File: config.mk
export PLATFORM = sky130hd
export DESIGN_NAME = bus_terminator_timeout_ctrl
export DESIGN_NICKNAME = d
export VERILOG_FILES = /design/src/terminator_pkg.sv /design/src/sync2.sv /design/src/timeout_timer.sv /design/src/bus_terminator_timeout_ctrl.sv
export SDC_FILE = /design/constraint.sdc
export NUM_CORES = 1
export LEC_CHECK = 0
export ABC_CLOCK_PERIOD_IN_PS = 2100
export BUFFER_PORTS_ARGS = -buffer_cell sky130_fd_sc_hd__clkbuf_2
export CAP_MARGIN = 15
export CORE_ASPECT_RATIO = 1.4
export CORE_MARGIN = 10
export CORE_UTILIZATION = 51
export CTS_BUF_LIST = sky130_fd_sc_hd__clkbuf_2 sky130_fd_sc_hd__clkbuf_4 sky130_fd_sc_hd__clkbuf_8
export CTS_CLUSTER_SIZE = 20
export DETAILED_ROUTE_END_ITERATION = 10
export HOLD_SLACK_MARGIN = 0.1
export PLACE_DENSITY = 0.73
export SLEW_MARGIN = 0
export SYNTH_ARGS = -nofsm -noshare
export SYNTH_HDL_FRONTEND = slang
export SYNTH_SLANG_ARGS = --single-unit
File: constraint.sdc
create_clock -name sys_clk -period 2.1 [get_ports sys_clk]
set_input_delay 0.315 -clock sys_clk [delete_from_list [all_inputs] [get_ports sys_clk]]
set_output_delay 0.315 -clock sys_clk [all_outputs]
set_load 0.01 [all_outputs]
File: src/terminator_pkg.sv
package terminator_pkg;
  // transaction bus timeout
  localparam int TIMEOUT_MS = 256;
  localparam int CLK_KHZ = 250000;
  localparam int TIMEOUT_CYCLES = TIMEOUT_MS * CLK_KHZ;
  localparam int TMR_W = 26;
  localparam int CLEAR_CYCLES = 8;
  localparam int CLR_W = 4;
  // processor bus address layout
  localparam int ADDR_W = 32;
  localparam int UPPER_HI = 31;
  localparam int UPPER_LO = 17;
  localparam int UPPER_W = UPPER_HI - UPPER_LO + 1;
  localparam int SHELF_HI = 24;
  localparam int SHELF_LO = 22;
  localparam int SHELF_W = SHELF_HI - SHELF_LO + 1;
  localparam int NUM_SHELVES = 8;
  localparam int REGION_HI = 16;
  localparam int REGION_LO = 12;
  localparam logic [4:0] PROM_REGION = 5'h1f;
  localparam int PSEL_HI = 11;
  localparam int PSEL_LO = 10;
  localparam int PADDR_HI = 9;
  localparam int PADDR_LO = 2;
  localparam int PROM_AW = 8;
  localparam int NUM_PROMS = 4;
  localparam int PROM_WAIT_CYCLES = 4;
  localparam int WAIT_W = 3;
  // output reset values
  localparam logic LOCK_N_RST = 1'b1;
  localparam logic DTACK_N_RST = 1'b1;
endpackage

File: src/sync2.sv
`timescale 1ns/1ps
`default_nettype none
module sync2 #(
  parameter int W = 1,
  parameter logic [W-1:0] RST = '0
) (
  // clock and reset
  input wire logic sys_clk,
  input wire logic rst_n,
  // pin levels in, synchronised levels out
  input wire logic [W-1:0] d,
  output logic [W-1:0] q
);
  logic [W-1:0] meta_q;

  always_ff @(posedge sys_clk or negedge rst_n) begin
    if (!rst_n) begin
      meta_q <= RST;
      q <= RST;
    end else begin
      meta_q <= d;
      q <= meta_q;
    end
  end
endmodule
`default_nettype wire

File: src/timeout_timer.sv
`timescale 1ns/1ps
`default_nettype none
module timeout_timer
  import terminator_pkg::*;
#(
  parameter int LIMIT = TIMEOUT_CYCLES
) (
  // clock and reset
  input wire logic sys_clk,
  input wire logic rst_n,
  // control
  input wire logic start,
  input wire logic stop,
  // status
  output logic busy,
  output logic expired,
  output logic [TMR_W-1:0] count
);
  localparam logic [TMR_W-1:0] LAST = TMR_W'(LIMIT - 1);

  // a new cycle restarts the count even if the previous one is still open
  always_ff @(posedge sys_clk or negedge rst_n) begin
    if (!rst_n) begin
      busy <= 1'b0;
      count <= '0;
    end else if (start) begin
      busy <= 1'b1;
      count <= '0;
    end else if (stop) begin
      busy <= 1'b0;
    end else if (busy) begin
      if (count == LAST) begin
        busy <= 1'b0;
      end else begin
        count <= count + 1'b1;
      end
    end
  end

  always_ff @(posedge sys_clk or negedge rst_n) begin
    if (!rst_n) begin
      expired <= 1'b0;
    end else begin
      expired <= busy && !start && !stop && (count == LAST);
    end
  end
endmodule
`default_nettype wire

File: src/bus_terminator_timeout_ctrl.sv
//Contract
// - an address cycle with no acknowledge counts as a timeout
// - a data cycle with no acknowledge counts as a timeout
// - the timeout interval is 256 ms
// - a timeout drives the transaction bus clear signals
// - switch_active_n low means this message switch is active
// - while active, converter_switch_lock_n is asserted to lock faceplate switches
// - processor shelf card drives the extender enables of every shelf
// - drive processor bus address bits 31 to 17 onto secondary shelves
// - shelf_data_strobe only for accesses that target a secondary shelf
// - processor bus master reads the four identification PROMs through buffers
`timescale 1ns/1ps
`default_nettype none
module bus_terminator_timeout_ctrl
  import terminator_pkg::*;
#(
  parameter int TIMEOUT_LIMIT = TIMEOUT_CYCLES
) (
  // clock and reset
  input wire logic sys_clk,
  input wire logic rst_n,
  // transaction bus
  input wire logic address_cycle_valid,
  input wire logic data_cycle_valid,
  input wire logic cycle_ack,
  output logic bus_clear,
  output logic clear_after_data,
  // power converters
  input wire logic switch_active_n,
  output logic converter_switch_lock_n,
  // extender boards
  input wire logic processor_shelf,
  input wire logic extender_enable_req,
  output logic [NUM_SHELVES-1:0] extender_enable,
  // processor bus
  input wire logic pbus_ds_n,
  input wire logic pbus_write,
  input wire logic [ADDR_W-1:0] pbus_addr,
  input wire logic [SHELF_W-1:0] shelf_id,
  output logic [UPPER_W-1:0] upper_addr,
  output logic upper_addr_oe,
  output logic shelf_data_strobe,
  output logic [7:0] pbus_rdata,
  output logic pbus_rdata_oe,
  output logic pbus_dtack_n,
  // identification proms
  output logic [NUM_PROMS-1:0] prom_sel,
  output logic [PROM_AW-1:0] prom_addr,
  input wire logic [NUM_PROMS*8-1:0] prom_data
);
  localparam int SYNC_W = 8 + SHELF_W + ADDR_W + NUM_PROMS * 8;
  localparam logic [SYNC_W-1:0] SYNC_RST = {3'h0, 1'b1, 2'h0, 1'b1, {(SYNC_W - 7){1'b0}}};
  localparam logic [CLR_W-1:0] CLEAR_LAST = CLR_W'(CLEAR_CYCLES - 1);
  localparam logic [WAIT_W-1:0] WAIT_LAST = WAIT_W'(PROM_WAIT_CYCLES - 1);
  localparam logic [TMR_W-1:0] TMR_LAST = TMR_W'(TIMEOUT_LIMIT - 1);

  typedef enum logic [1:0] {P_IDLE, P_WAIT, P_DONE} prom_state_t;

  logic addr_s, data_s, ack_s, active_n_s, proc_s, ext_req_s, ds_n_s, write_s;
  logic [SHELF_W-1:0] shelf_s;
  logic [ADDR_W-1:0] addr_bus_s;
  logic [NUM_PROMS*8-1:0] prom_s;
  logic addr_prev_q, data_prev_q;
  logic addr_start, data_start, tmr_start;
  logic tmr_busy, tmr_expired;
  logic [TMR_W-1:0] tmr_count;
  logic [CLR_W-1:0] clear_cnt_q;
  logic ds_act, secondary, prom_req;
  prom_state_t prom_state_q;
  logic [WAIT_W-1:0] wait_q;
  logic [1:0] prom_idx_q;

  function automatic logic targets_secondary(input logic [ADDR_W-1:0] a,
                                             input logic [SHELF_W-1:0] own);
    targets_secondary = a[SHELF_HI:SHELF_LO] != own;
  endfunction

  function automatic logic in_prom_region(input logic [ADDR_W-1:0] a);
    in_prom_region = a[REGION_HI:REGION_LO] == PROM_REGION;
  endfunction

  // every backplane pin is asynchronous to sys_clk
  sync2 #(.W(SYNC_W), .RST(SYNC_RST)) u_sync (
    .sys_clk(sys_clk),
    .rst_n(rst_n),
    .d({address_cycle_valid, data_cycle_valid, cycle_ack, switch_active_n, processor_shelf,
        extender_enable_req, pbus_ds_n, pbus_write, shelf_id, pbus_addr, prom_data}),
    .q({addr_s, data_s, ack_s, active_n_s, proc_s, ext_req_s, ds_n_s, write_s, shelf_s,
        addr_bus_s, prom_s})
  );

  always_ff @(posedge sys_clk or negedge rst_n) begin
    if (!rst_n) begin
      addr_prev_q <= 1'b0;
      data_prev_q <= 1'b0;
    end else begin
      addr_prev_q <= addr_s;
      data_prev_q <= data_s;
    end
  end

  assign addr_start = addr_s && !addr_prev_q;
  assign data_start = data_s && !data_prev_q;
  assign tmr_start = addr_start || data_start;

  timeout_timer #(.LIMIT(TIMEOUT_LIMIT)) u_timer (
    .sys_clk(sys_clk),
    .rst_n(rst_n),
    .start(tmr_start),
    .stop(ack_s),
    .busy(tmr_busy),
    .expired(tmr_expired),
    .count(tmr_count)
  );

  // clear is held a fixed number of cycles so every port card sees it
  always_ff @(posedge sys_clk or negedge rst_n) begin
    if (!rst_n) begin
      bus_clear <= 1'b0;
      clear_cnt_q <= '0;
    end else if (tmr_expired) begin
      bus_clear <= 1'b1;
      clear_cnt_q <= '0;
    end else if (bus_clear) begin
      if (clear_cnt_q == CLEAR_LAST) begin
        bus_clear <= 1'b0;
      end else begin
        clear_cnt_q <= clear_cnt_q + 1'b1;
      end
    end
  end

  // remembers which kind of cycle went unanswered
  always_ff @(posedge sys_clk or negedge rst_n) begin
    if (!rst_n) begin
      clear_after_data <= 1'b0;
    end else if (tmr_start) begin
      clear_after_data <= data_start && !addr_start;
    end
  end

  always_ff @(posedge sys_clk or negedge rst_n) begin
    if (!rst_n) begin
      converter_switch_lock_n <= LOCK_N_RST;
    end else begin
      converter_switch_lock_n <= active_n_s;
    end
  end

  // only the processor shelf card may enable extenders; others keep them off
  always_ff @(posedge sys_clk or negedge rst_n) begin
    if (!rst_n) begin
      extender_enable <= '0;
    end else begin
      extender_enable <= {NUM_SHELVES{proc_s && ext_req_s}};
    end
  end

  assign ds_act = !ds_n_s;
  assign secondary = targets_secondary(addr_bus_s, shelf_s);
  assign prom_req = ds_act && !write_s && !secondary && in_prom_region(addr_bus_s);

  always_ff @(posedge sys_clk or negedge rst_n) begin
    if (!rst_n) begin
      upper_addr <= '0;
      upper_addr_oe <= 1'b0;
      shelf_data_strobe <= 1'b0;
    end else begin
      upper_addr <= addr_bus_s[UPPER_HI:UPPER_LO];
      upper_addr_oe <= ds_act && secondary;
      shelf_data_strobe <= ds_act && secondary;
    end
  end

  // prom data passes the synchroniser, hence the fixed wait before sampling
  always_ff @(posedge sys_clk or negedge rst_n) begin
    if (!rst_n) begin
      prom_state_q <= P_IDLE;
      wait_q <= '0;
      prom_idx_q <= '0;
      prom_sel <= '0;
      prom_addr <= '0;
      pbus_rdata <= '0;
      pbus_rdata_oe <= 1'b0;
      pbus_dtack_n <= DTACK_N_RST;
    end else begin
      unique case (prom_state_q)
        P_IDLE: begin
          if (prom_req) begin
            prom_idx_q <= addr_bus_s[PSEL_HI:PSEL_LO];
            prom_sel <= NUM_PROMS'(1) << addr_bus_s[PSEL_HI:PSEL_LO];
            prom_addr <= addr_bus_s[PADDR_HI:PADDR_LO];
            wait_q <= '0;
            prom_state_q <= P_WAIT;
          end
        end
        P_WAIT: begin
          if (wait_q == WAIT_LAST) begin
            pbus_rdata <= prom_s[prom_idx_q*8 +: 8];
            pbus_rdata_oe <= 1'b1;
            pbus_dtack_n <= 1'b0;
            prom_state_q <= P_DONE;
          end else begin
            wait_q <= wait_q + 1'b1;
          end
        end
        P_DONE: begin
          if (!ds_act) begin
            prom_sel <= '0;
            pbus_rdata_oe <= 1'b0;
            pbus_dtack_n <= 1'b1;
            prom_state_q <= P_IDLE;
          end
        end
      endcase
    end
  end
endmodule
`default_nettype wire

==> impl_metrics.tcl <==
set metrics [dict create \
    outcome "completed" \
    cts_inserted_buffers 35 \
    synth_cells 494 \
    worst_path_max_delay_cell "sky130_fd_sc_hd__or4b_4" \
    detail_route.iter0.violations 282 \
    irDropWorstVdd_v 0.000695 \
    min_tclk_post_route_ns 1.98 \
    ff_to_ff_start "u_timer.count[14]$_DFFE_PN0P_" \
    postCtsResizedCells 0 \
    cp_max_fo 16 \
    largest_net_degree_at_the_start_of_global_routing 68 \
    synth_flop_cell "sky130_fd_sc_hd__dfrtp_1" \
    post-route-drc-count 0 \
    numPlacedInstances 802 \
    whs_ns 0.311 \
    fin_crit_sh_pct 94.3 \
    drt.antenna.violating_nets 0 \
    worst-r2r-cell-count 6 \
    fp.dieW_um 123 \
    groute.usage.overall_pct 16.3 \
    synth.net_count 578 \
    die_height_um 165 \
    swShare_pct 23.7 \
    cp-startpoint "u_timer.count[14]$_DFFE_PN0P_" \
    yosysSeqAreaShare_pct 75.3 \
    cap_violations 0 \
    tritoncts_clock_tree "yes" \
    final_area_um2 10100 \
    critical-path-max-stage-delay_ns 0.55 \
    critical_path.endpoint_type "flip-flop" \
    synthesis.area_per_instance_um2 15.4 \
    post_drt_via_cell_ratio 5.02 \
    rsz_0062_raised_after_global_routing "no" \
    tightestPinTransition_ns 0.627 \
    area_post_placement_um2 8540 \
    synth_warnings 0 \
    leakagePower_nw 4.74 \
    detail_route.first_pass.iterations 4 \
    antenna_found_initial 3 \
    report.final.setup_viol 0 \
    timing.final.max_slew_violations 0 \
    design.die.area_um2 20300 \
    nNetsFinal 808 \
    synthTopCellsByArea "sky130_fd_sc_hd__dfrtp_1 73%, sky130_fd_sc_hd__mux2_2 2.7%, sky130_fd_sc_hd__mux4_2 2.4%" \
    netlist.area_leader.share_pct 73.2 \
    rows 52 \
    finalCoreUtilization_pct 69.1 \
    clock_power_share_pct 39.3 \
    power.share.sequential_pct 48.7 \
    critPathCapture "u_timer.count[19]$_DFFE_PN0P_" \
    core_region_area_um2 14600 \
    port_buffers 124 \
    netlist-cell-type-count 56 \
    tns_ns 0 \
    cts_max_path_buffers 3 \
    reg2reg_to "u_timer.count[19]$_DFFE_PN0P_" \
    max_freq_ghz 0.505 \
    critPathBufInv 1 \
    overflow 0 \
    timing.critical_path.from_type "flip-flop" \
    synth_enable_flop_cells 0 \
    ys_async_sr_fraction_pct 100 \
    totalWireLength_um 16000 \
    pwr_density_cell_nw_per_um2 999 \
    syn_area_um2 7620 \
    area_growth_pct 32.1 \
    clkSinkCount 229 \
    fraction_of_layout_cells_with_a_size_suffix_above_1_pct 32.4 \
    post-dp-hpwl_um 10400 \
    clock_tree.root_cell "sky130_fd_sc_hd__clkbuf_8" \
    grt_first_pass_wirelength_um 26200 \
    first_global_vias 5375 \
    ios 127 \
    stdcell_count 940 \
    worstSetupPathDepth 6 \
    drt-wirelength-per-cell_um 17.1 \
    critical_path_required_ns 2.45 \
    clock-skew-final_ns 0.0180 \
    path_class "flip-flop to flip-flop" \
    internal_power_mw 7.68 \
    synth_largest_area_cell "sky130_fd_sc_hd__dfrtp_1" \
    holdCritPathClass "input pin to asynchronous set/reset pin" \
    arrival_ns 2.33 \
    cts-htree-levels 2 \
    synth_seq_cells 229 \
    gp_congestion 0.855 \
    critical_path_cell_sequence "or4b_4, nor4_4, buf_12, a2111oi_0, xnor2_1, nor2_1" \
    report.final.hold_viol_count 0 \
    clkLatencyLatePin_ns 0.49 \
    p_switching_mw 2.39 \
    effective_utilization_at_floorplan_pct 52.3 \
    num_vias 4715 \
    critPathTopFamily "simple AND/OR/NAND/NOR gates" \
    cts.clk_slew.worst_paths_ns 0.06 \
    max-slew-margin-rel_pct 58.1 \
    comb_power_share_pct 12.0 \
    worst-r2r-setup-slack_ns 0.12 \
]
## worst min-delay path by stage
stage | end | slack (ns) | cells past startpoint
floorplan | addr_prev_q$_DFF_PN0_ | 0.02 | 0
global placement | extender_enable[0]$_DFF_PN0_ | 0.23 | 1
detailed placement | extender_enable[0]$_DFF_PN0_ | 0.24 | 1
CTS | prom_state_q[0]$_DFFE_PN0P_ | 0.30 | 2
global route | upper_addr[1]$_DFF_PN0_ | 0.33 | 2
finish | upper_addr[1]$_DFF_PN0_ | 0.31 | 2
## cells in the mapped netlist, drive strengths merged (3+ instances only)
| cell type | number |
|---|---|
| o41ai | 3 |
| nor2b | 3 |
| and3 | 3 |
| and4 | 4 |
| nand2 | 29 |
| dfstp | 6 |
| nor2 | 34 |
| nor3 | 4 |
| xor2 | 7 |
| and4b | 3 |
| ha | 7 |
| mux4 | 8 |
| mux2 | 18 |
| nand3 | 17 |
| mux2i | 4 |
| or4 | 3 |
| nand4 | 10 |
| a31oi | 4 |
| buf | 10 |
| inv | 7 |
| a21oi | 13 |
| a211oi | 5 |
| clkbuf | 10 |
| dfrtp | 223 |
| nand2b | 8 |
| nor4 | 4 |
| xnor2 | 18 |
## cell usage in the layout (no fill, tap or decap), drive strengths merged, types with 5 or more instances in the layout
cell and count:
xor2 7, buf 16, dlygate4sd3 74, nand3 17, a211oi 5, nand2 29, nand2b 8, dfstp 6
mux4 8, inv 7, dfrtp 223, xnor2 18, ha 7, a21oi 13, clkbuf 178, nand4 10
mux2 18, nor2 34
## metrics by stage
step | worst slack, ns | power, mW
4_1_cts | 0.119 | 10.2
3_3_place_gp | 0.186 | 5.98
5_1_grt | 0.00300 | 10.6
6_report | 0.119 | 10.1
2_1_floorplan | 0.181 | 5.57
3_5_place_dp | 0.144 | 6.07
## layout make-up
cell class,instances,area (µm²)
well taps,189,236
clock buffers,55,701
flip-flops and latches,229,5740
inverters,7,26.3
fillers,995,4500
multi-input cells,238,1750
repair buffers,213,1530
clock inverters,6,82.6
diodes,3,7.51
## power groups by stage
stage / Sequential [mW] / Clock, mW / Combinational, mW
2_1_floorplan: 4.99 / 0 / 0.583
3_3_place_gp: 4.95 / 0 / 1.03
3_5_place_dp: 4.97 / 0 / 1.10
4_1_cts: 4.89 / 4.04 / 1.22
5_1_grt: 4.93 / 4.27 / 1.35
6_report: 4.90 / 3.95 / 1.21
## registers in the layout, indices dropped and copies added (netlist names), 2 cells and up
signal,cells
prom_sel,4
pbus_rdata,8
u_sync.q,73
u_timer.count,26
prom_idx_q,2
u_sync.meta_q,73
upper_addr,15
prom_state_q,2
prom_addr,8
clear_cnt_q,4
wait_q,3
## layer usage
metal / up-vias / GRT usage (%) / share of wire (%)
met5: - / 0 / 0
met4: 0 / 7.27 / 2.8
met3: 36 / 3.38 / 5.0
met2: 122 / 29.7 / 56
met1: 2395 / 17.7 / 36
li1: 2162 / - / -
## kinds of logic (layout without fill, tap and decap cells)
kind of cell	count (synthesis)	in the layout	synth area share, %
flops	229	229	75.3
simple gates	133	133	9.34
compound gates	43	43	3.99
mux	30	30	5.55
buf+inv	27	281	1.85
xor+xnor	25	25	2.87
fa+ha+maj	7	7	1.15
other cells	0	3	0
## what timing repair did
action | CTS | global route
endpoints found under the hold margin | 115 | 0
hold buffers | 74 | 0
setup buffers | 0 | 0
No activity file was read; power rests on OpenSTA's default activity.
